[src/include/gsp_pkg.sv]
// package for the general purpose pad bank with network status indicator
// assumes a single 250 MHz clock and the plain strobe register port
package gsp_pkg;

    localparam int unsigned PAD_COUNT  = 10;
    localparam int unsigned ADDR_W     = 8;
    localparam int unsigned DATA_W     = 32;
    localparam int unsigned STATUS_W   = 3;
    localparam int unsigned BLINK_W    = 30;

    // register byte offsets
    localparam logic [7:0] OFS_DIR      = 8'h00;
    localparam logic [7:0] OFS_ALT      = 8'h04;
    localparam logic [7:0] OFS_OUT      = 8'h08;
    localparam logic [7:0] OFS_LEVEL    = 8'h0C;
    localparam logic [7:0] OFS_PULL_EN  = 8'h10;
    localparam logic [7:0] OFS_PULL_UP  = 8'h14;
    localparam logic [7:0] OFS_NET      = 8'h18;
    localparam logic [7:0] OFS_IND      = 8'h1C;

    // reset values: inputs with pull-down enabled
    localparam logic [9:0] DIR_RST      = 10'h000;
    localparam logic [9:0] ALT_RST      = 10'h000;
    localparam logic [9:0] OUT_RST      = 10'h000;
    localparam logic [9:0] PULL_EN_RST  = 10'h3FF;
    localparam logic [9:0] PULL_UP_RST  = 10'h000;

    // pads that own an alternate function
    localparam int unsigned PAD_IND     = 0;
    localparam int unsigned PAD_RFMON   = 4;
    localparam logic [9:0] ALT_MASK     = 10'h011;

    // blink timing
    localparam int unsigned CLK_KHZ       = 250000;
    localparam int unsigned FAST_PERIOD_MS = 1000;
    localparam int unsigned FAST_ON_MS     = 500;
    localparam int unsigned SLOW_PERIOD_MS = 3000;
    localparam int unsigned SLOW_ON_MS     = 300;
    localparam int unsigned FAST_PERIOD_CYC = FAST_PERIOD_MS * CLK_KHZ;
    localparam int unsigned FAST_ON_CYC     = FAST_ON_MS * CLK_KHZ;
    localparam int unsigned SLOW_PERIOD_CYC = SLOW_PERIOD_MS * CLK_KHZ;
    localparam int unsigned SLOW_ON_CYC     = SLOW_ON_MS * CLK_KHZ;

    typedef enum logic [2:0]
    {
        NET_OFF        = 3'h0,
        NET_SEARCH     = 3'h1,
        NET_UNREG      = 3'h2,
        NET_TURN_OFF   = 3'h3,
        NET_REGISTERED = 3'h4,
        NET_CALL       = 3'h5
    } gsp_net_type;

    typedef enum logic [1:0]
    {
        PAT_OFF  = 2'h0,
        PAT_FAST = 2'h1,
        PAT_SLOW = 2'h2,
        PAT_ON   = 2'h3
    } gsp_pat_type;

endpackage

[src/verilog/gsp_port.sv]
// ten-pad general purpose port with pulls, readback and two alternates
// assumes pad levels arrive synchronous to clock_in and an external pad
// cell combines output, output enable and pull controls onto each wire
//
// Local design decisions: the placing of the registers and strobed register access.
`timescale 1ns/100ps

// How it works
// - each pad: input or output; pads one and five also alternate
// - input read returns pad level now
// - output drives written level, reads back
// - pad one alternate carries status indicator
// - pad five alternate carries transmit monitor
// - per pad pull-up or pull-down select
// - start as pulled-down inputs unless saved
// - outputs drive push-pull both ways
// - indicator shows net and call, inverted
// - searching: 1s period, 0.5s on
// - registered: 3s period, 0.3s on
// - call on steady, device off dark
module gsp_port
    import gsp_pkg::*;
#(
    parameter int unsigned FAST_PERIOD = FAST_PERIOD_CYC,
    parameter int unsigned FAST_ON     = FAST_ON_CYC,
    parameter int unsigned SLOW_PERIOD = SLOW_PERIOD_CYC,
    parameter int unsigned SLOW_ON     = SLOW_ON_CYC
)
(
    input  wire logic                clock_in,
    input  wire logic                nrst_in,
    input  wire logic [ADDR_W-1:0]   addr_in,
    input  wire logic [DATA_W-1:0]   wdata_in,
    input  wire logic                wr_in,
    input  wire logic                rd_in,
    output logic      [DATA_W-1:0]   rdata_out,
    input  wire logic                saved_valid_in,
    input  wire logic [9:0]          saved_dir_in,
    input  wire logic [9:0]          saved_alt_in,
    input  wire logic [9:0]          saved_out_in,
    input  wire logic [9:0]          saved_pull_en_in,
    input  wire logic [9:0]          saved_pull_up_in,
    input  wire logic                rf_transmit_monitor_in,
    input  wire logic [9:0]          pad_in,
    output logic      [9:0]          pad_out,
    output logic      [9:0]          pad_oe_n_out,
    output logic      [9:0]          pull_up_out,
    output logic      [9:0]          pull_down_out
);

    localparam logic [BLINK_W-1:0] FAST_PER_C = BLINK_W'(FAST_PERIOD);
    localparam logic [BLINK_W-1:0] FAST_ON_C  = BLINK_W'(FAST_ON);
    localparam logic [BLINK_W-1:0] SLOW_PER_C = BLINK_W'(SLOW_PERIOD);
    localparam logic [BLINK_W-1:0] SLOW_ON_C  = BLINK_W'(SLOW_ON);
    localparam logic [BLINK_W-1:0] CNT_ONE    = {{(BLINK_W-1){1'b0}}, 1'b1};
    localparam logic [BLINK_W-1:0] CNT_ZERO   = {BLINK_W{1'b0}};

    logic [9:0]           dir_r;
    logic [9:0]           alt_r;
    logic [9:0]           out_r;
    logic [9:0]           pull_en_r;
    logic [9:0]           pull_up_r;
    gsp_net_type          net_r;
    logic                 load_pend_r;
    gsp_pat_type          pat_r;
    gsp_pat_type          pat_nxt;
    logic [BLINK_W-1:0]   blink_cnt_r;
    logic                 led_on_r;
    logic                 led_on_nxt;
    logic [9:0]           level_view;
    logic [9:0]           pad_nxt;
    logic [9:0]           drive_en;
    logic                 wr_hit;

    // widen a pad word to a bus word, upper bits read as zero
    function automatic logic [DATA_W-1:0] pad_word(input logic [9:0] v);
        pad_word = {{(DATA_W-10){1'b0}}, v};
    endfunction

    // led lit in the first on_cyc cycles of each period
    function automatic logic blink_lit(input logic [BLINK_W-1:0] cnt,
                                       input logic [BLINK_W-1:0] on_cyc);
        blink_lit = (cnt < on_cyc);
    endfunction

    // period length of a blinking pattern
    function automatic logic [BLINK_W-1:0] pat_period(input gsp_pat_type p);
        pat_period = (p == PAT_SLOW) ? SLOW_PER_C : FAST_PER_C;
    endfunction

    assign wr_hit = wr_in & ~load_pend_r;

    // restore of saved settings happens on the first edge after release;
    // under reset only constants load, so the saved word is never looked at
    always_ff @(posedge clock_in or negedge nrst_in)
    begin
        if (!nrst_in)
        begin
            load_pend_r <= 1'b1;
        end
        else
        begin
            load_pend_r <= 1'b0;
        end
    end

    // direction per pad, 1 = output
    always_ff @(posedge clock_in or negedge nrst_in)
    begin
        if (!nrst_in)
        begin
            dir_r <= DIR_RST;
        end
        else if (load_pend_r)
        begin
            if (saved_valid_in)
            begin
                dir_r <= saved_dir_in;
            end
        end
        else if (wr_hit && addr_in == OFS_DIR)
        begin
            dir_r <= wdata_in[9:0];
        end
    end

    // alternate select; only pads owning an alternate keep the bit
    always_ff @(posedge clock_in or negedge nrst_in)
    begin
        if (!nrst_in)
        begin
            alt_r <= ALT_RST;
        end
        else if (load_pend_r)
        begin
            if (saved_valid_in)
            begin
                alt_r <= saved_alt_in & ALT_MASK;
            end
        end
        else if (wr_hit && addr_in == OFS_ALT)
        begin
            alt_r <= wdata_in[9:0] & ALT_MASK;
        end
    end

    // software output levels
    always_ff @(posedge clock_in or negedge nrst_in)
    begin
        if (!nrst_in)
        begin
            out_r <= OUT_RST;
        end
        else if (load_pend_r)
        begin
            if (saved_valid_in)
            begin
                out_r <= saved_out_in;
            end
        end
        else if (wr_hit && addr_in == OFS_OUT)
        begin
            out_r <= wdata_in[9:0];
        end
    end

    // pull enable and pull direction, one bit per pad each
    always_ff @(posedge clock_in or negedge nrst_in)
    begin
        if (!nrst_in)
        begin
            pull_en_r <= PULL_EN_RST;
            pull_up_r <= PULL_UP_RST;
        end
        else if (load_pend_r)
        begin
            if (saved_valid_in)
            begin
                pull_en_r <= saved_pull_en_in;
                pull_up_r <= saved_pull_up_in;
            end
        end
        else if (wr_hit)
        begin
            if (addr_in == OFS_PULL_EN)
            begin
                pull_en_r <= wdata_in[9:0];
            end
            if (addr_in == OFS_PULL_UP)
            begin
                pull_up_r <= wdata_in[9:0];
            end
        end
    end

    // reported network and call state; unknown codes show as off
    always_ff @(posedge clock_in or negedge nrst_in)
    begin
        if (!nrst_in)
        begin
            net_r <= NET_OFF;
        end
        else if (wr_hit && addr_in == OFS_NET)
        begin
            net_r <= gsp_net_type'(wdata_in[STATUS_W-1:0]);
        end
    end

    // pattern chosen from the reported state
    always_comb
    begin
        unique case (net_r)
            NET_OFF:        pat_nxt = PAT_OFF;
            NET_SEARCH:     pat_nxt = PAT_FAST;
            NET_UNREG:      pat_nxt = PAT_FAST;
            NET_TURN_OFF:   pat_nxt = PAT_FAST;
            NET_REGISTERED: pat_nxt = PAT_SLOW;
            NET_CALL:       pat_nxt = PAT_ON;
            default:        pat_nxt = PAT_OFF;
        endcase
    end

    // blink counter restarts whenever the pattern changes, so a new
    // pattern always begins with a full on phase; a move between states of one pattern does not restart it
    always_ff @(posedge clock_in or negedge nrst_in)
    begin
        if (!nrst_in)
        begin
            pat_r       <= PAT_OFF;
            blink_cnt_r <= CNT_ZERO;
        end
        else
        begin
            pat_r <= pat_nxt;
            if (pat_nxt != pat_r)
            begin
                blink_cnt_r <= CNT_ZERO;
            end
            else if (blink_cnt_r == pat_period(pat_r) - CNT_ONE)
            begin
                blink_cnt_r <= CNT_ZERO;
            end
            else
            begin
                blink_cnt_r <= blink_cnt_r + CNT_ONE;
            end
        end
    end

    always_comb
    begin
        unique case (pat_r)
            PAT_OFF:  led_on_nxt = 1'b0;
            PAT_FAST: led_on_nxt = blink_lit(blink_cnt_r, FAST_ON_C);
            PAT_SLOW: led_on_nxt = blink_lit(blink_cnt_r, SLOW_ON_C);
            PAT_ON:   led_on_nxt = 1'b1;
        endcase
    end

    always_ff @(posedge clock_in or negedge nrst_in)
    begin
        if (!nrst_in)
        begin
            led_on_r <= 1'b0;
        end
        else
        begin
            led_on_r <= led_on_nxt;
        end
    end

    // pad drive value: alternate sources replace the software level;
    // the indicator pin is inverted because an external transistor
    // turns the led on when the pin is low
    always_comb
    begin
        pad_nxt = out_r;
        if (alt_r[PAD_IND])
        begin
            pad_nxt[PAD_IND] = ~led_on_r;
        end
        if (alt_r[PAD_RFMON])
        begin
            pad_nxt[PAD_RFMON] = rf_transmit_monitor_in;
        end
    end

    assign drive_en = dir_r | alt_r;

    // output pads drive both levels, so no pull is needed on them
    always_ff @(posedge clock_in or negedge nrst_in)
    begin
        if (!nrst_in)
        begin
            pad_out      <= OUT_RST;
            pad_oe_n_out <= ~DIR_RST;
        end
        else
        begin
            pad_out      <= pad_nxt;
            pad_oe_n_out <= ~drive_en;
        end
    end

    // pulls act only on pads that are not driven
    always_ff @(posedge clock_in or negedge nrst_in)
    begin
        if (!nrst_in)
        begin
            pull_up_out   <= PULL_EN_RST & PULL_UP_RST;
            pull_down_out <= PULL_EN_RST & ~PULL_UP_RST;
        end
        else
        begin
            pull_up_out   <= pull_en_r & pull_up_r & ~drive_en;
            pull_down_out <= pull_en_r & ~pull_up_r & ~drive_en;
        end
    end

    // input pads show the pad now; driven pads show what they drive
    // follows the pad cell enable, so a read in the cycle after a direction
    // change reports what the wire really does
    assign level_view = (pad_in & pad_oe_n_out)
                      | (pad_out & ~pad_oe_n_out);

    // read data stand for the one cycle after the strobe
    always_ff @(posedge clock_in or negedge nrst_in)
    begin
        if (!nrst_in)
        begin
            rdata_out <= '0;
        end
        else if (rd_in)
        begin
            case (addr_in)
                OFS_DIR:     rdata_out <= pad_word(dir_r);
                OFS_ALT:     rdata_out <= pad_word(alt_r);
                OFS_OUT:     rdata_out <= pad_word(out_r);
                OFS_LEVEL:   rdata_out <= pad_word(level_view);
                OFS_PULL_EN: rdata_out <= pad_word(pull_en_r);
                OFS_PULL_UP: rdata_out <= pad_word(pull_up_r);
                OFS_NET:     rdata_out <= {{(DATA_W-STATUS_W){1'b0}}, net_r};
                OFS_IND:     rdata_out <= {{(DATA_W-3){1'b0}}, pat_r, led_on_r};
                default:     rdata_out <= '0;
            endcase
        end
        else
        begin
            rdata_out <= '0;
        end
    end

endmodule
[config.mk]
export PLATFORM = sky130hd
export DESIGN_NAME = gsp_port
export DESIGN_NICKNAME = d
export VERILOG_FILES = /design/src/include/gsp_pkg.sv /design/src/verilog/gsp_port.sv
export SDC_FILE = /design/constraint.sdc
export NUM_CORES = 1
export LEC_CHECK = 0
export BUFFER_PORTS_ARGS = -buffer_cell sky130_fd_sc_hd__buf_2
export CELL_PAD_IN_SITES_DETAIL_PLACEMENT = 0
export CELL_PAD_IN_SITES_GLOBAL_PLACEMENT = 1
export CORE_UTILIZATION = 40
export CTS_CLUSTER_DIAMETER = 200
export DETAILED_ROUTE_END_ITERATION = 6
export GPL_TIMING_DRIVEN = 0
export PLACE_DENSITY = 0.85
export SETUP_SLACK_MARGIN = 0.05
export SYNTH_ARGS = -nofsm -noshare
export SYNTH_HDL_FRONTEND = slang
export SYNTH_SLANG_ARGS = --single-unit
[constraint.sdc]
create_clock -name clock_in -period 2.95 [get_ports clock_in]
set_clock_uncertainty 0.1 [all_clocks]
set_input_delay 0.4425 -clock clock_in [delete_from_list [all_inputs] [get_ports clock_in]]
set_output_delay 0.4425 -clock clock_in [all_outputs]
set_load 0.05 [all_outputs]
Yosys cells after proc, flatten, opt, wreduce, memory -nomap -nowiden
Cells that the tools add are included.
Widths: inputs -> output; s select.
{ "op_classes": {"n_addsub": 2, "n_lt_le_gt_ge": 2, "eq_ne": 18, "n_mux": 26, "bitwise_logic": 14, "n_reduce_logical": 18} }
{ "ops": {"columns": ["op", "n"], "rows": [
  ["$mux 10", 17],
  ["$mux 30", 3],
  ["$pmux 10 s8", 1],
  ["$and 10x10->10", 6],
  ["$lt 30x27->1 const B", 2],
  ["$eq 8x5->1 const B", 4],
  ["$mux 32", 1],
  ["$add 30x1->30 const B", 1],
  ["$eq 30x30->1", 1],
  ["$not 10->10", 3],
  ["$sub 30x1->30 const B", 1],
  ["$or 10x10->10", 2],
  ["$eq 8x4->1 const B", 2],
  ["$reduce_bool 2->1", 6],
  ["$eq 8x3->1 const B", 1],
  ["$logic_not 8->1", 1],
  ["$eq 3x2->1 const B", 2],
  ["$eq 3x3->1 const B", 2],
  ["$pmux 2 s3", 1],
  ["$reduce_and 2->1", 3],
  ["$reduce_and 3->1", 2],
  ["$eq 2x2->1 const B", 2],
  ["$logic_and 1x1->1", 4],
  ["$pmux 1 s4", 1],
  ["other kinds (9)", 11]
]} }
{ "word_totals": {"register_bits": 159, "input_bits": 106, "wordCells": 95} }

Longest topological paths before layout
Gate-level depths: netlist of run 1.
{ "depth": {"ltp_word": 6, "mapped_depth": 7, "ltp_nobuf": 5} }

Worst setup path before layout of run 1
OpenSTA, ideal clock, no wires.
{ "synth_timing": {"kind": "register to register", "start": "register blink_cnt_r[0]", "end": "register blink_cnt_r[22]", "setup_time_ns": 0.087, "arrival_ns": 2.002, "required_ns": 2.763, "setup_slack_ns": 0.761, "path_stages_with_launch": 8, "n_path_buf": 2, "period_less_slack_ns": 2.189, "path_cell_list": "dfrtp_1 -> ha_1 -> clkbuf_1 -> nand2_1 -> or3_1 -> buf_6 -> or4_1 -> a211oi_2"} }
{ "synth_via": {"elab_chain_cells": 3, "word_cells_on_any_way": 4, "classes_between": "1 x add/sub; 1 x eq/ne; 2 x mux"} }
{ "synth_rtl": {"columns": ["item", "line_no", "source"], "rows": [
  ["start: declaration", "gsp_port.sv:67", "logic [BLINK_W-1:0] blink_cnt_r;"],
  ["start signal: assignment", "gsp_port.sv:245", "blink_cnt_r <= blink_cnt_r + CNT_ONE;"],
  ["$add 30x1->30 / $eq 30x30->1 (equally long branches)", "gsp_port.sv:245, gsp_port.sv:239", null],
  ["$mux 30 *", "gsp_port.sv:239", "else if (blink_cnt_r == pat_period(pat_r) - CNT_ONE)"],
  ["$mux 30 *", "gsp_port.sv:235", "if (pat_nxt != pat_r)"]
]} }
Mark *: on every way between the ends. The rest lies on a longest branch, timed or not.
A chain may end at the register's enable or synchronous reset.

Worst setup path in the final report of run 1
{ "layout_timing": {"start": "register load_pend_r", "end": "register dir_r[9]"} }
{ "layout_via": {"elab_chain_cells": 5, "word_cells_on_any_way": 7, "classes_between": "1 x eq/ne; 1 x mux; 2 x bitwise; 3 x reduce/logical"} }
{ "layout_rtl": {"columns": ["item", "line_no", "source"], "rows": [
  ["start: declaration", "gsp_port.sv:64", "logic load_pend_r;"],
  ["start signal: assignment", "gsp_port.sv:99", "load_pend_r <= 1'b1;"],
  ["start signal: assignment", "gsp_port.sv:103", "load_pend_r <= 1'b0;"],
  ["$not 1->1", "gsp_port.sv:91", "assign wr_hit = wr_in & ~load_pend_r;"],
  ["$and 1x1->1", "gsp_port.sv:91", null],
  ["$logic_and 1x1->1", "gsp_port.sv:121", "else if (wr_hit && addr_in == OFS_DIR)"],
  ["$reduce_bool 2->1 (no line)", null, null],
  ["$reduce_and 2->1 (no line)", null, null],
  ["end signal: assignment", "gsp_port.sv:118", "dir_r <= saved_dir_in;"],
  ["end signal: assignment", "gsp_port.sv:123", "dir_r <= wdata_in[9:0];"],
  ["end: declaration", "gsp_port.sv:58", "logic [9:0] dir_r;"]
]} }
Several ways; a longest one is shown, not always the timed one.

==> results, run 1 <==
- Internal power comes to 3.56 mW.
- The leakage dissipation is 3.57 nW.
- In this run the clock root is driven by a sky130_fd_sc_hd__clkbuf_16.
- Of the total power, the share spent switching nets is 0.323.
- Setup violations remaining at the end of the flow were counted as 0.
- The final count of hold timing violations is 0.
- TritonCTS built the clock tree.
- The share of synthesized area in the top cell type comes to 0.384.
- The number of clock buffers added by TritonCTS is 17.
- The starting density of the core is 0.416.
- The largest net degree at the start of global routing is 99.
- The multi-input gate area in the final layout is 0.00281 sq mm.
- The number of antenna-violating nets in the routed design is 0.
- The routed via count is 5671.
- For this run, the slowest stage of the critical path takes 0.70 ns.
- Traced cell by cell, the critical path runs through nor4_1 > a41oi_1 > clkbuf_1 > a211oi_1 > a21oi_1.
- The worst setup path is captured at a register.
- The number of flops mapped to enable cells by yosys is 0.
- The site row count is 45.
- Dividing total power by cell area gives a power density of 656 mW/mm^2.
- The clock-pin slew of the registers on the worst-case setup and hold paths is 0.06 ns.
- Setup repair after global routing left no endpoint under its margin.
- Counting every sink on the clock net gives 129.
- By area the synthesized netlist is led by sky130_fd_sc_hd__dfrtp_1 38%, sky130_fd_sc_hd__dfstp_2 13%, sky130_fd_sc_hd__a21oi_1 3.6%, sky130_fd_sc_hd__nand2_1 3.3%, sky130_fd_sc_hd__o21ai_0 3.1%.
- The detailed router finished its first iteration with 519 violations.
- The tightest hold path in the finished design has a slack of 0.163 ns.
- The total congestion overflow is 0.
- The final layout contains 894 nets.
- Of the total power, registers draw 0.408.
- After synthesis, the mean cell area works out to 10.3 sq um.
- The count of buffering cells on the critical path with inverters included is 1.
- The worst path needs 2.52 ns of the cycle, external delays included.
- For this run, the number of Yosys warnings is 0.
- The portion of synthesized area spent on multiplexers is 0.0440.
- In this run the worst hold path is classified as in -> reg.
- The share of post-route cells with drive strength above 1 is 0.308.
- Across the VDD grid, the largest voltage drop is 0.422 mV.
- For the worst setup path, the data required time is 3.13 ns.
- The floorplan step defined a die boundary enclosing 0.0165 sq mm.
- The HPWL after detailed placement is 13300 um.
- The wire length per cell is 18.4 um.
- Of the total synthesized cell area, the portion taken by XOR and XNOR cells is 0.0164.
- Measured along the y axis, the die boundary spans 128 um.
- For this run, the register share of the synthesized area comes to 0.511.
- The share of total power dissipated in the clock network is 0.418.
- In this run, synthesis produced a sequential element count of 129.
- The sort of element at the start of the critical path is a register.
- The adder-cell share of the synthesized area is 0.00196.
- In this run the tightest slew margin relative to its limit is 0.229.
- At the worst endpoint, the arrival time is 2.71 ns.
- The top-level I/O count is 178.
- The via count of the first global-routing pass is 5480.
- At the pin with the least slew margin, the transition time is 1.15 ns.
- The number of gates resized after CTS was 0.
- The share of total power in combinational logic is 0.174.
- The critical path class is reg -> reg.
- The H-tree depth reported by CTS is 4.
- The total global-route track usage is 0.236.
- The global-route wire length before repair is 29300 um.
- After synthesis, the most frequently instantiated cells are 98 x sky130_fd_sc_hd__dfrtp_1, 56 x sky130_fd_sc_hd__nand2_1, 46 x sky130_fd_sc_hd__a21oi_1.
- The total count of max-transition violations in the final report is 0.
- The largest buffer count on any clock path is 2.
- The power spent charging and discharging nets is 1.70 mW.
- Relative to the synthesized area, the layout overhead comes to 25.5%.
- The die is 128 um wide.
- The compound-cell area share of the yosys netlist is 0.175.
- Summed over all layers, the routed wires come to 18600 um.
- The clock latency of the later-clocked register in the worst-skew pair is 0.43 ns.
- The per-cell via count in the routed design is 5.60.
- The quantity of I/O buffers inserted on ports is 125.
- Across the whole layout, storage elements account for 0.00327 sq mm.
- The congestion estimate from routability-driven global placement came to 0.910.
- The combined area of all synthesized cells is 0.00639 sq mm.
- Of all nets on the critical path, the largest fanout is 10.
- Yosys mapped the design onto 66 distinct sky130hd cell types.
- The count of buffers added by post-CTS timing repair for setup is 0.
- The post-synthesis share of cell area spent on and, or, nand and nor gates is 0.189.
- The number of antenna violations at the first check in global routing is 1.
- The cell type contributing the most total cell area after synthesis is sky130_fd_sc_hd__dfrtp_1.
- The core region is 0.0154 sq mm.
- The cell count after synthesis is 619.
- The dominant combinational cell family by area after synthesis is simple AND/OR/NAND/NOR gates.
- Of the available clock period, the critical path in the final layout requires 0.855.
- The cell type group with the largest total delay on the critical path is compound AO/OA/AOI/OAI gates.
- Setup slack on the critical path of the routed design comes to 0.427 ns.
- The max capacitance violation total is 0.
- For this run, the top clock speed supported by timing is 396 MHz.
- The slowest cell on the critical path is sky130_fd_sc_hd__nor4_1.
- The most frequently used flop master after synthesis is sky130_fd_sc_hd__dfrtp_1.
- Fill cells in the final layout number 1406.
- The count of unresolved DRC violations after routing is 0.
- The flow ran to the end, and the final reports show no timing, DRC or antenna violations.
- The first detailed-routing pass took 7 iterations.
- Before CTS, the worst setup slack after placement is 0.207 ns.
- The post-synthesis async set-or-reset flop share is 1.00.
- Yosys instantiated no cell more often than sky130_fd_sc_hd__dfrtp_1.
==> routing by layer <==
metal  part of all wire  track usage  up-vias
li1                   -            -     2613
met1               0.44        0.318     2790
met2               0.48        0.375      234
met3              0.062       0.0432       34
met4              0.021       0.0969        0
met5                  0            0        -
==> worst reg2reg max path, cell delays in order, from the launching register on <==
cell                       delay (ns)
sky130_fd_sc_hd__dfstp_2         0.44
sky130_fd_sc_hd__nor4_1          0.70
sky130_fd_sc_hd__a41oi_1         0.23
sky130_fd_sc_hd__clkbuf_1        0.39
sky130_fd_sc_hd__a211oi_1        0.45
sky130_fd_sc_hd__a21oi_1         0.07
==> cell families after synthesis <==
kind of cell | Yosys count
buffers and inverters | 71
AO/OA/AOI/OAI | 169
XOR/XNOR | 12
other | 1
adder cells (fa/ha/maj) | 1
flip-flops | 129
multiplexers | 27
AND/OR/NAND/NOR | 209
==> registers in the layout (all words and copies together) (netlist names), 2 cells and up <==
register,flops
alt_r,2
blink_cnt_r,30
dir_r,10
net_r,3
out_r,10
pad_oe_n_out,10
pad_out,10
pat_r,2
pull_down_out,10
pull_en_r,10
pull_up_out,10
pull_up_r,10
rdata_out,10
==> final timing paths <==
path	from	endpoint	slack, ns	cells after the start
worst max-delay path	load_pend_r	dir_r[9]	0.43	5
worst min-delay path	wdata_in[2]	net_r[2]	0.16	2
worst max register to register	load_pend_r	dir_r[9]	0.43	5
worst min register to register	out_r[6]	pad_out[6]	0.30	0
max in group asynchronous	nrst_in	pull_down_out[2]	1.61	3
min in group asynchronous	nrst_in	pad_out[5]	0.36	2
==> power groups by stage <==
stage / Clock (mW) / Sequential [mW] / Combinational (mW)
6_report: 2.20 / 2.15 / 0.914
5_1_grt: 2.31 / 2.17 / 0.987
4_1_cts: 2.22 / 2.15 / 0.913
3_5_place_dp: 0 / 2.18 / 0.908
3_3_place_gp: 0 / 2.17 / 0.888
2_1_floorplan: 0 / 2.35 / 0.418
==> metrics by stage <==
step | std cells | TNS [ns] | power, mW | instance area (sq um) | utilization
after global placement | 977 | -27.00 | 3.05 | 7360 | 0.479
after CTS | 1011 | 0 | 5.28 | 8020 | 0.522
after detailed placement | 978 | 0 | 3.09 | 7400 | 0.481
final | 1012 | 0 | 5.26 | 8030 | 0.522
after global routing | 1012 | 0 | 5.47 | 8030 | 0.522
after floorplan | 641 | 0 | 2.77 | 6470 | -
==> area by class of cell <==
| cell class | instances | share of cell area |
|---|---|---|
| Tap cell | 211 | 0.0329 |
| Multi-Input combinational cell | 441 | 0.350 |
| Clock buffer | 17 | 0.0530 |
| Inverter | 12 | 0.00561 |
| Sequential cell | 129 | 0.407 |
| Antenna cell | 1 | 0.000312 |
| Clock inverter | 15 | 0.0235 |
| Buffer | 59 | 0.0438 |
| Timing Repair Buffer | 127 | 0.0834 |
==> layout by cell type (no fill, tap or decap), types with 16 or more instances in the layout <==
master                      instances
sky130_fd_sc_hd__nor3_1            21
sky130_fd_sc_hd__o21ai_0           40
sky130_fd_sc_hd__dfstp_2           31
sky130_fd_sc_hd__conb_1            23
sky130_fd_sc_hd__mux2i_1           18
sky130_fd_sc_hd__nand2_1           56
sky130_fd_sc_hd__a21oi_1           46
sky130_fd_sc_hd__buf_4             22
sky130_fd_sc_hd__nor2b_1           16
sky130_fd_sc_hd__clkbuf_16         17
sky130_fd_sc_hd__a211oi_1          24
sky130_fd_sc_hd__clkbuf_1          26
sky130_fd_sc_hd__buf_2            126
sky130_fd_sc_hd__dfrtp_1           98
==> what timing repair did <==
item	in CTS	in global routing
setup endpoints to repair	0	0
hold buffers	1	0
hold endpoints to repair	21	0
Note: power is estimated with default switching activity, not from simulation.
==> inputs of run 2 (changes only) <==
- CORE_UTILIZATION: 40 -> 39
- PLACE_DENSITY: 0.85 -> 0.83
==> run 2 against run 1 <==
Compared with the run above: count of clock-buffer cells in the layout increased by 2; die area rose by 2.5%; sequential power barely moved; sequential share of layout area up 0.076 points; highest routed layer unchanged; clock power shrank 5%; non-clock buffer count unchanged; via count about the same; critical path depth rose by 1; global-route usage is 0.45 points lower; flip-flop and latch count is the same.
==> results, run 2 (same netlist as run 1, synthesis figures left out) <==
- The power per standard cell area was 645 mW/mm^2 (was 656 mW/mm^2).
- The number of sinks on the clock net is 129 (unchanged).
- The starting density of the core came to 0.401 (was 0.416).
- The via count of the first global-routing pass is 5490 (was 5480).
- The area of the die was 0.0169 sq mm (was 0.0165 sq mm).
- The clock latency of the later-clocked register in the worst-skew pair is 0.41 ns (was 0.43 ns).
- The relative max-transition margin came to 0.312 (was 0.229).
- The final count of hold timing violations is 0 (unchanged).
- The total congestion overflow is 0 (unchanged).
- The register with the most flip-flops is blink_cnt_r (unchanged).
- The H-tree depth reported by CTS came to 4 (unchanged).
- The per-cell via count in the routed design was 5.58 (was 5.60).
- The setup violation total in the final timing report was 0 (unchanged).
- The number of nets at the end of the flow was 894 (unchanged).
- The critical path class was reg -> reg (unchanged).
- The site row count is 46 (was 45).
- The global-route wire length before repair was 29400 um (was 29300 um).
- The register area is 0.00327 sq mm (unchanged).
- The sum of negative setup slack is 0 ns (unchanged).
- The layout overhead on the synthesized area is 25.3% (was 25.5%).
- The flip-flop count of the largest register, all copies and words added was 30 (unchanged).
- The final period demand of the worst path came to 2.58 ns (was 2.52 ns).
- The largest fanout on the critical path is 10 (unchanged).
- The clock-pin slew of the registers on the worst-case setup and hold paths was 0.06 ns (about the same).
- The placer's final routability congestion estimate came to 0.872 (was 0.910).
- The routed via count is 5670 (was 5671).
- The largest buffer count on any clock path was 2 (unchanged).
- The fill cell instance count of the final layout is 1508 (was 1406).
- The wire length per cell is 18.5 um (was 18.4 um).
- The multi-input gate area in the final layout was 0.00281 sq mm (unchanged).
- The data arrival time of the worst path is 2.74 ns (was 2.71 ns).
- The slowest cell on the critical path is sky130_fd_sc_hd__a2111oi_2 (was sky130_fd_sc_hd__nor4_1).
- Result of the run: complete, no violations (unchanged).
- The fraction of the core area covered by cells at the end of the flow is 0.502 (was 0.522).
- The leakage dissipation is 3.56 nW (was 3.57 nW).
- Highest-count cells in the layout ignoring fill and taps: 126 x sky130_fd_sc_hd__buf_2, 98 x sky130_fd_sc_hd__dfrtp_1, 56 x sky130_fd_sc_hd__nand2_1 (unchanged).
- The total global-route track usage is 0.231 (was 0.236).
- The quantity of I/O buffers inserted on ports is 125 (unchanged).
- The final worst-path cycle share is 0.874 (was 0.855).
- The count of unresolved DRC violations after routing was 0 (unchanged).
- The aggregate routed wire length came to 18800 um (was 18600 um).
- The top-level I/O count was 178 (unchanged).
- The largest net degree at the start of global routing is 105 (was 99).
- The CTS tree is built (unchanged).
- The peak supply drop is 0.443 mV (was 0.422 mV).
- The overall die height was 130 um (was 128 um).
- The chip width is 130 um (was 128 um).
- The number of DRC violations after detailed-routing iteration 0 is 513 (was 519).
- The floorplan core area is 0.0159 sq mm (was 0.0154 sq mm).
- The worst hold-check path type is in -> reg (unchanged).
- The number of antenna-violating nets in the routed design is 0 (unchanged).
- The capturing element type of the critical path is a register (unchanged).
- The actual transition at the worst max-transition pin is 1.03 ns (was 1.15 ns).
- Cells traversed along the worst timing path: clkbuf_1 > nor4b_1 > nand4b_1 > a2111oi_2 > clkbuf_1 > a211oi_1 (was nor4_1 > a41oi_1 > clkbuf_1 > a211oi_1 > a21oi_1).
- Unrepaired setup endpoints after global routing: false (unchanged).
- The number of antenna violations at the first check in global routing is 1 (unchanged).
- The peak per-stage delay on the critical path is 0.55 ns (was 0.70 ns).
- The sort of element at the start of the critical path was a register (unchanged).
- The data required time of the critical path came to 3.11 ns (was 3.13 ns).
- The first-pass detailed-route iteration total was 5 (was 7).
- The most common cell after layout, fill and taps aside is sky130_fd_sc_hd__buf_2 (unchanged).
- The most numerous cell type found on the critical path is sky130_fd_sc_hd__clkbuf_1.
- The number of buffers inserted during clock tree synthesis is 17 (unchanged).
- The maximum achievable frequency is 388 MHz (was 396 MHz).
- The clock tree root buffer cell is sky130_fd_sc_hd__clkbuf_16 (unchanged).
- The total count of max-transition violations in the final report is 0 (unchanged).
- The share of post-route cells with drive strength above 1 came to 0.306 (was 0.308).
- The max capacitance violation total was 0 (unchanged).
- The final HPWL from detailed placement came to 13400 um (was 13300 um).
==> run 2: cell types whose count changed in the layout (fill, tap and decap cells not counted) <==
| cell | change |
|---|---|
| sky130_fd_sc_hd__inv_8 | -6 |
| sky130_fd_sc_hd__clkinvlp_4 | +2 |
| sky130_fd_sc_hd__clkbuf_1 | +1 |
| sky130_fd_sc_hd__clkbuf_8 | +1 |
| sky130_fd_sc_hd__clkinv_2 | +1 |
| sky130_fd_sc_hd__inv_6 | +1 |
==> run 2: timing repair <==
action | CTS | global route
hold buffers | 1 | 0
endpoints found under the hold margin | 12 | 0
setup buffers | 0 | 0
gates resized for setup | 0 | 0
==> run 2: power breakdown <==
group	internal, mW	switching, mW
sequential	1.99	0.157
clock	1.28	0.823
combinational	0.281	0.631
total	3.55	1.61
==> run 2: metrics by stage <==
stage          hold WS, ns  power (mW)  setup slack, ns  std cells  area, sq um
3_5_place_dp         0.218        3.09            0.261        983         7400
2_1_floorplan       0.0469        2.77            0.761        641         6470
6_report             0.162        5.16            0.371       1017         8010
5_1_grt              0.166        5.36            0.231       1016         8010
4_1_cts              0.151        5.18            0.425       1016         8010
3_3_place_gp         0.284        3.05           -0.264        982         7370
==> run 2: cell type report <==
type                       instances  area share
clock inverter                    13      0.0187
clock buffer                      19      0.0553
buffer                            59      0.0439
sequential                       129       0.408
inverter                          12     0.00562
multi-input combinational        441       0.351
timing repair buffer             127      0.0836
antenna                            1    0.000312
tap                              216      0.0337
==> run 2: worst max-delay path: cells and delay by family (launching register included) <==
| family | cells | cell delay [ns] |
|---|---|---|
| buffers and inverters | 2 | 0.77 |
| and+or+nand+nor | 2 | 0.52 |
| AOI/OAI and AO/OA | 2 | 0.67 |
| DFF | 1 | 0.36 |
==> run 2: layer usage <==
metal | wire (um) | vias to the layer above | share of wire | GRT usage
li1 | - | 2603 | - | -
met1 | 7780 | 2773 | 0.41 | 0.292
met2 | 9250 | 261 | 0.49 | 0.398
met3 | 1400 | 33 | 0.074 | 0.0439
met4 | 373 | 0 | 0.020 | 0.0773
met5 | 0 | - | 0 | 0
==> run 2: path summary, 6_finish.rpt <==
kind | start | to | slack (ns) | cells past startpoint
setup / recovery | blink_cnt_r[25] | blink_cnt_r[29] | 0.37 | 6
hold / removal | rf_transmit_monitor_in | pad_out[4] | 0.16 | 2
setup reg to reg | blink_cnt_r[25] | blink_cnt_r[29] | 0.37 | 6
hold reg to reg | out_r[2] | pad_out[2] | 0.30 | 0
max in group asynchronous | nrst_in | pad_oe_n_out[0] | 1.62 | 3
min in group asynchronous | nrst_in | pull_up_out[5] | 0.35 | 2
==> inputs of run 3 (changes only) <==
- BUFFER_PORTS_ARGS: -buffer_cell sky130_fd_sc_hd__buf_2 -> unset
- DONT_BUFFER_PORTS: unset -> 1
- PLACE_DENSITY: 0.83 -> 0.71
- SLEW_MARGIN: unset -> 0
==> run 3 against run 2 <==
Compared with the run above: the flow now finishes with violations (hold timing); die area unchanged; total power grew 0.29%; non-clock buffer count shrank 127; core utilization down 3.9 points; sequential share of layout area is 3.5 points higher; register-to-register slack improved by 0.08 ns; critical path depth is 1 higher; routed wire length fell by 2.1%; cell count is 13% lower.
==> results, run 3 (same netlist as run 1, synthesis figures left out) <==
- The capturing element type of the critical path is a register (unchanged).
- The final worst-path cycle share is 0.847 (was 0.874).
- The largest fanout on the critical path came to 10 (unchanged).
- The routed metal-1 wire length is 8140 um (was 7780 um).
- The layout overhead on the synthesized area is 15.5% (was 25.3%).
- The placer's final routability congestion estimate is 0.841 (was 0.872).
- The clock tree root buffer cell is sky130_fd_sc_hd__clkbuf_16 (unchanged).
- The peak supply drop came to 0.457 mV (was 0.443 mV).
- The data arrival time of the worst path is 2.72 ns (was 2.74 ns).
- The actual transition at the worst max-transition pin is 1.17 ns (was 1.03 ns).
- The total congestion overflow is 0 (unchanged).
- The worst flop-to-flop path startpoint is blink_cnt_r[0] (was blink_cnt_r[25]).
- The register with the most flip-flops is blink_cnt_r (unchanged).
- The fill cell instance count of the final layout is 1500 (was 1508).
- The relative max-transition margin is 0.218 (was 0.312).
- The launching instance or port of the critical path was blink_cnt_r[0] (was blink_cnt_r[25]).
- The total count of max-transition violations in the final report was 0 (unchanged).
- The flip-flop count of the largest register, all copies and words added was 30 (unchanged).
- The final HPWL from detailed placement is 12600 um (was 13400 um).
- The highest metal layer used by the detailed router is met4 (unchanged).
- The number of sinks on the clock net came to 129 (unchanged).
- The wire length per cell is 20.7 um (was 18.5 um).
- The global-route wire length before repair was 28400 um (was 29400 um).
- The number of antenna-violating nets in the routed design was 0 (unchanged).
- The H-tree depth reported by CTS is 4 (unchanged).
- The maximum achievable frequency came to 400 MHz (was 388 MHz).
- The routed length on met3 is 1610 um (was 1400 um).
- The sum of negative setup slack is 0 ns (unchanged).
- The CTS tree is built (unchanged).
- The aggregate routed wire length is 18400 um (was 18800 um).
- The power per standard cell area is 702 mW/mm^2 (was 645 mW/mm^2).
- The number of buffers inserted during clock tree synthesis is 17 (unchanged).
- The critical path class was reg -> reg (unchanged).
- The total global-route track usage is 0.230 (was 0.231).
- The count of buffers added by post-CTS timing repair for setup is 0 (unchanged).
- The site row count is 46 (unchanged).
- The sort of element at the start of the critical path is a register (unchanged).
- The final period demand of the worst path is 2.50 ns (was 2.58 ns).
- The final count of hold timing violations is 129 (was 0).
- The final instance area is 0.00738 sq mm (was 0.00801 sq mm).
- The met2 layer wire length in the routed design is 8310 um (was 9250 um).
- Unrepaired setup endpoints after global routing: false (unchanged).
- The first-pass detailed-route iteration total is 5 (unchanged).
- The area of the die came to 0.0169 sq mm (unchanged).
- The most common cell after layout, fill and taps aside is sky130_fd_sc_hd__dfrtp_1 (was sky130_fd_sc_hd__buf_2).
- The largest buffer count on any clock path came to 2 (unchanged).
- The count of unresolved DRC violations after routing was 0 (unchanged).
- The max capacitance violation total is 0 (unchanged).
- The starting density of the core is 0.401 (unchanged).
- The number of antenna diodes is 0 (was 1).
- The final hold slack is -0.393 ns (was 0.162 ns).
- The clock latency of the later-clocked register in the worst-skew pair is 0.43 ns (was 0.41 ns).
- The leakage dissipation is 3.02 nW (was 3.56 nW).
- The worst hold-check path type is in -> async (was in -> reg).
- The floorplan core area is 0.0159 sq mm (unchanged).
- The routed via count came to 5148 (was 5670).
- The share of post-route cells with drive strength above 1 came to 0.178 (was 0.306).
- The number of DRC violations after detailed-routing iteration 0 is 293 (was 513).
- The top-level I/O count is 178 (unchanged).
- The data required time of the critical path is 3.17 ns (was 3.11 ns).
- Highest-count cells in the layout ignoring fill and taps: 98 x sky130_fd_sc_hd__dfrtp_1, 56 x sky130_fd_sc_hd__nand2_1, 46 x sky130_fd_sc_hd__a21oi_1 (was 126 x sky130_fd_sc_hd__buf_2, 98 x sky130_fd_sc_hd__dfrtp_1, 56 x sky130_fd_sc_hd__nand2_1).
- The per-cell via count in the routed design is 5.79 (was 5.58).
- The standard cell area after detailed placement is 0.00675 sq mm (was 0.00740 sq mm).
- The overall die height is 130 um (unchanged).
- The checks that failed: hold timing.
- The chip width is 130 um (unchanged).
- The quantity of I/O buffers inserted on ports is 0 (was 125).
- The clock-pin slew of the registers on the worst-case setup and hold paths came to 0.06 ns (about the same).
- The number of nets at the end of the flow is 767 (was 894).
- The final standard cell count with taps included and fillers excluded is 889 (was 1017).
- The via count of the first global-routing pass is 4984 (was 5490).
- The setup violation total in the final timing report is 0 (unchanged).
- The largest net degree at the start of global routing is 130 (was 105).
- The number of antenna violations at the first check in global routing came to 0 (was 1).
- Result of the run: finished, violations left (was complete, no violations).
- The number of cells after detailed placement is 857 (was 983).
run 3: where the power goes:
group	switching [mW]	internal, mW
clock network	0.848	1.42
registers	0.383	2.00
logic	0.336	0.200
run 3: timing repair:
| action | in CTS | in global routing |
|---|---|---|
| setup endpoints to repair | 0 | 0 |
| hold endpoints to repair | 129 | 129 |
| resized for setup | 0 | 0 |
run 3: path summary, 6_finish.rpt:
| check | cells after the start | slack (ns) | end |
|---|---|---|---|
| worst min register to register | 0 | 0.30 | pad_out[6] |
| min in group clock_in | 1 | 0.06 | net_r[1] |
| worst max-delay path | 7 | 0.45 | blink_cnt_r[28] |
| max in group asynchronous | 0 | 2.86 | pad_oe_n_out[4] |
| worst min-delay path | 0 | -0.39 | dir_r[5] |
| worst max register to register | 7 | 0.45 | blink_cnt_r[28] |
run 3: critical path: stages (launching register included):
cell and delay, ns:
sky130_fd_sc_hd__dfrtp_1 0.38, sky130_fd_sc_hd__ha_1 0.15, sky130_fd_sc_hd__clkbuf_1 0.32, sky130_fd_sc_hd__nand2_1 0.12, sky130_fd_sc_hd__or3_1 0.43, sky130_fd_sc_hd__buf_6 0.17
sky130_fd_sc_hd__or4_1 0.45, sky130_fd_sc_hd__a211oi_1 0.28
run 3: metal layers:
layer,GRT usage,vias up
met5,0,-
met1,0.316,2543
met4,0.0917,0
met3,0.0590,31
li1,-,2349
met2,0.348,225
run 3: area by class of cell:
cell class                 instances  area (sq um)  share of cell area
buffer                            59           352              0.0476
clock buffer                      20           467              0.0632
clock inverter                    12           170              0.0231
inverter                          12          45.0             0.00610
multi-input combinational        441          2810               0.381
sequential                       129          3270               0.443
tap                              216           270              0.0366
run 3: through the flow:
stage | power (mW) | setup WS [ns] | util | hold WS (ns)
2_1_floorplan | 2.77 | 0.761 | - | 0.0469
3_3_place_gp | 2.92 | 0.332 | 0.423 | 0.0505
3_5_place_dp | 2.94 | 0.307 | 0.423 | 0.0511
4_1_cts | 5.21 | 0.433 | 0.463 | -0.406
5_1_grt | 5.38 | 0.206 | 0.463 | -0.413
6_report | 5.18 | 0.451 | 0.463 | -0.393
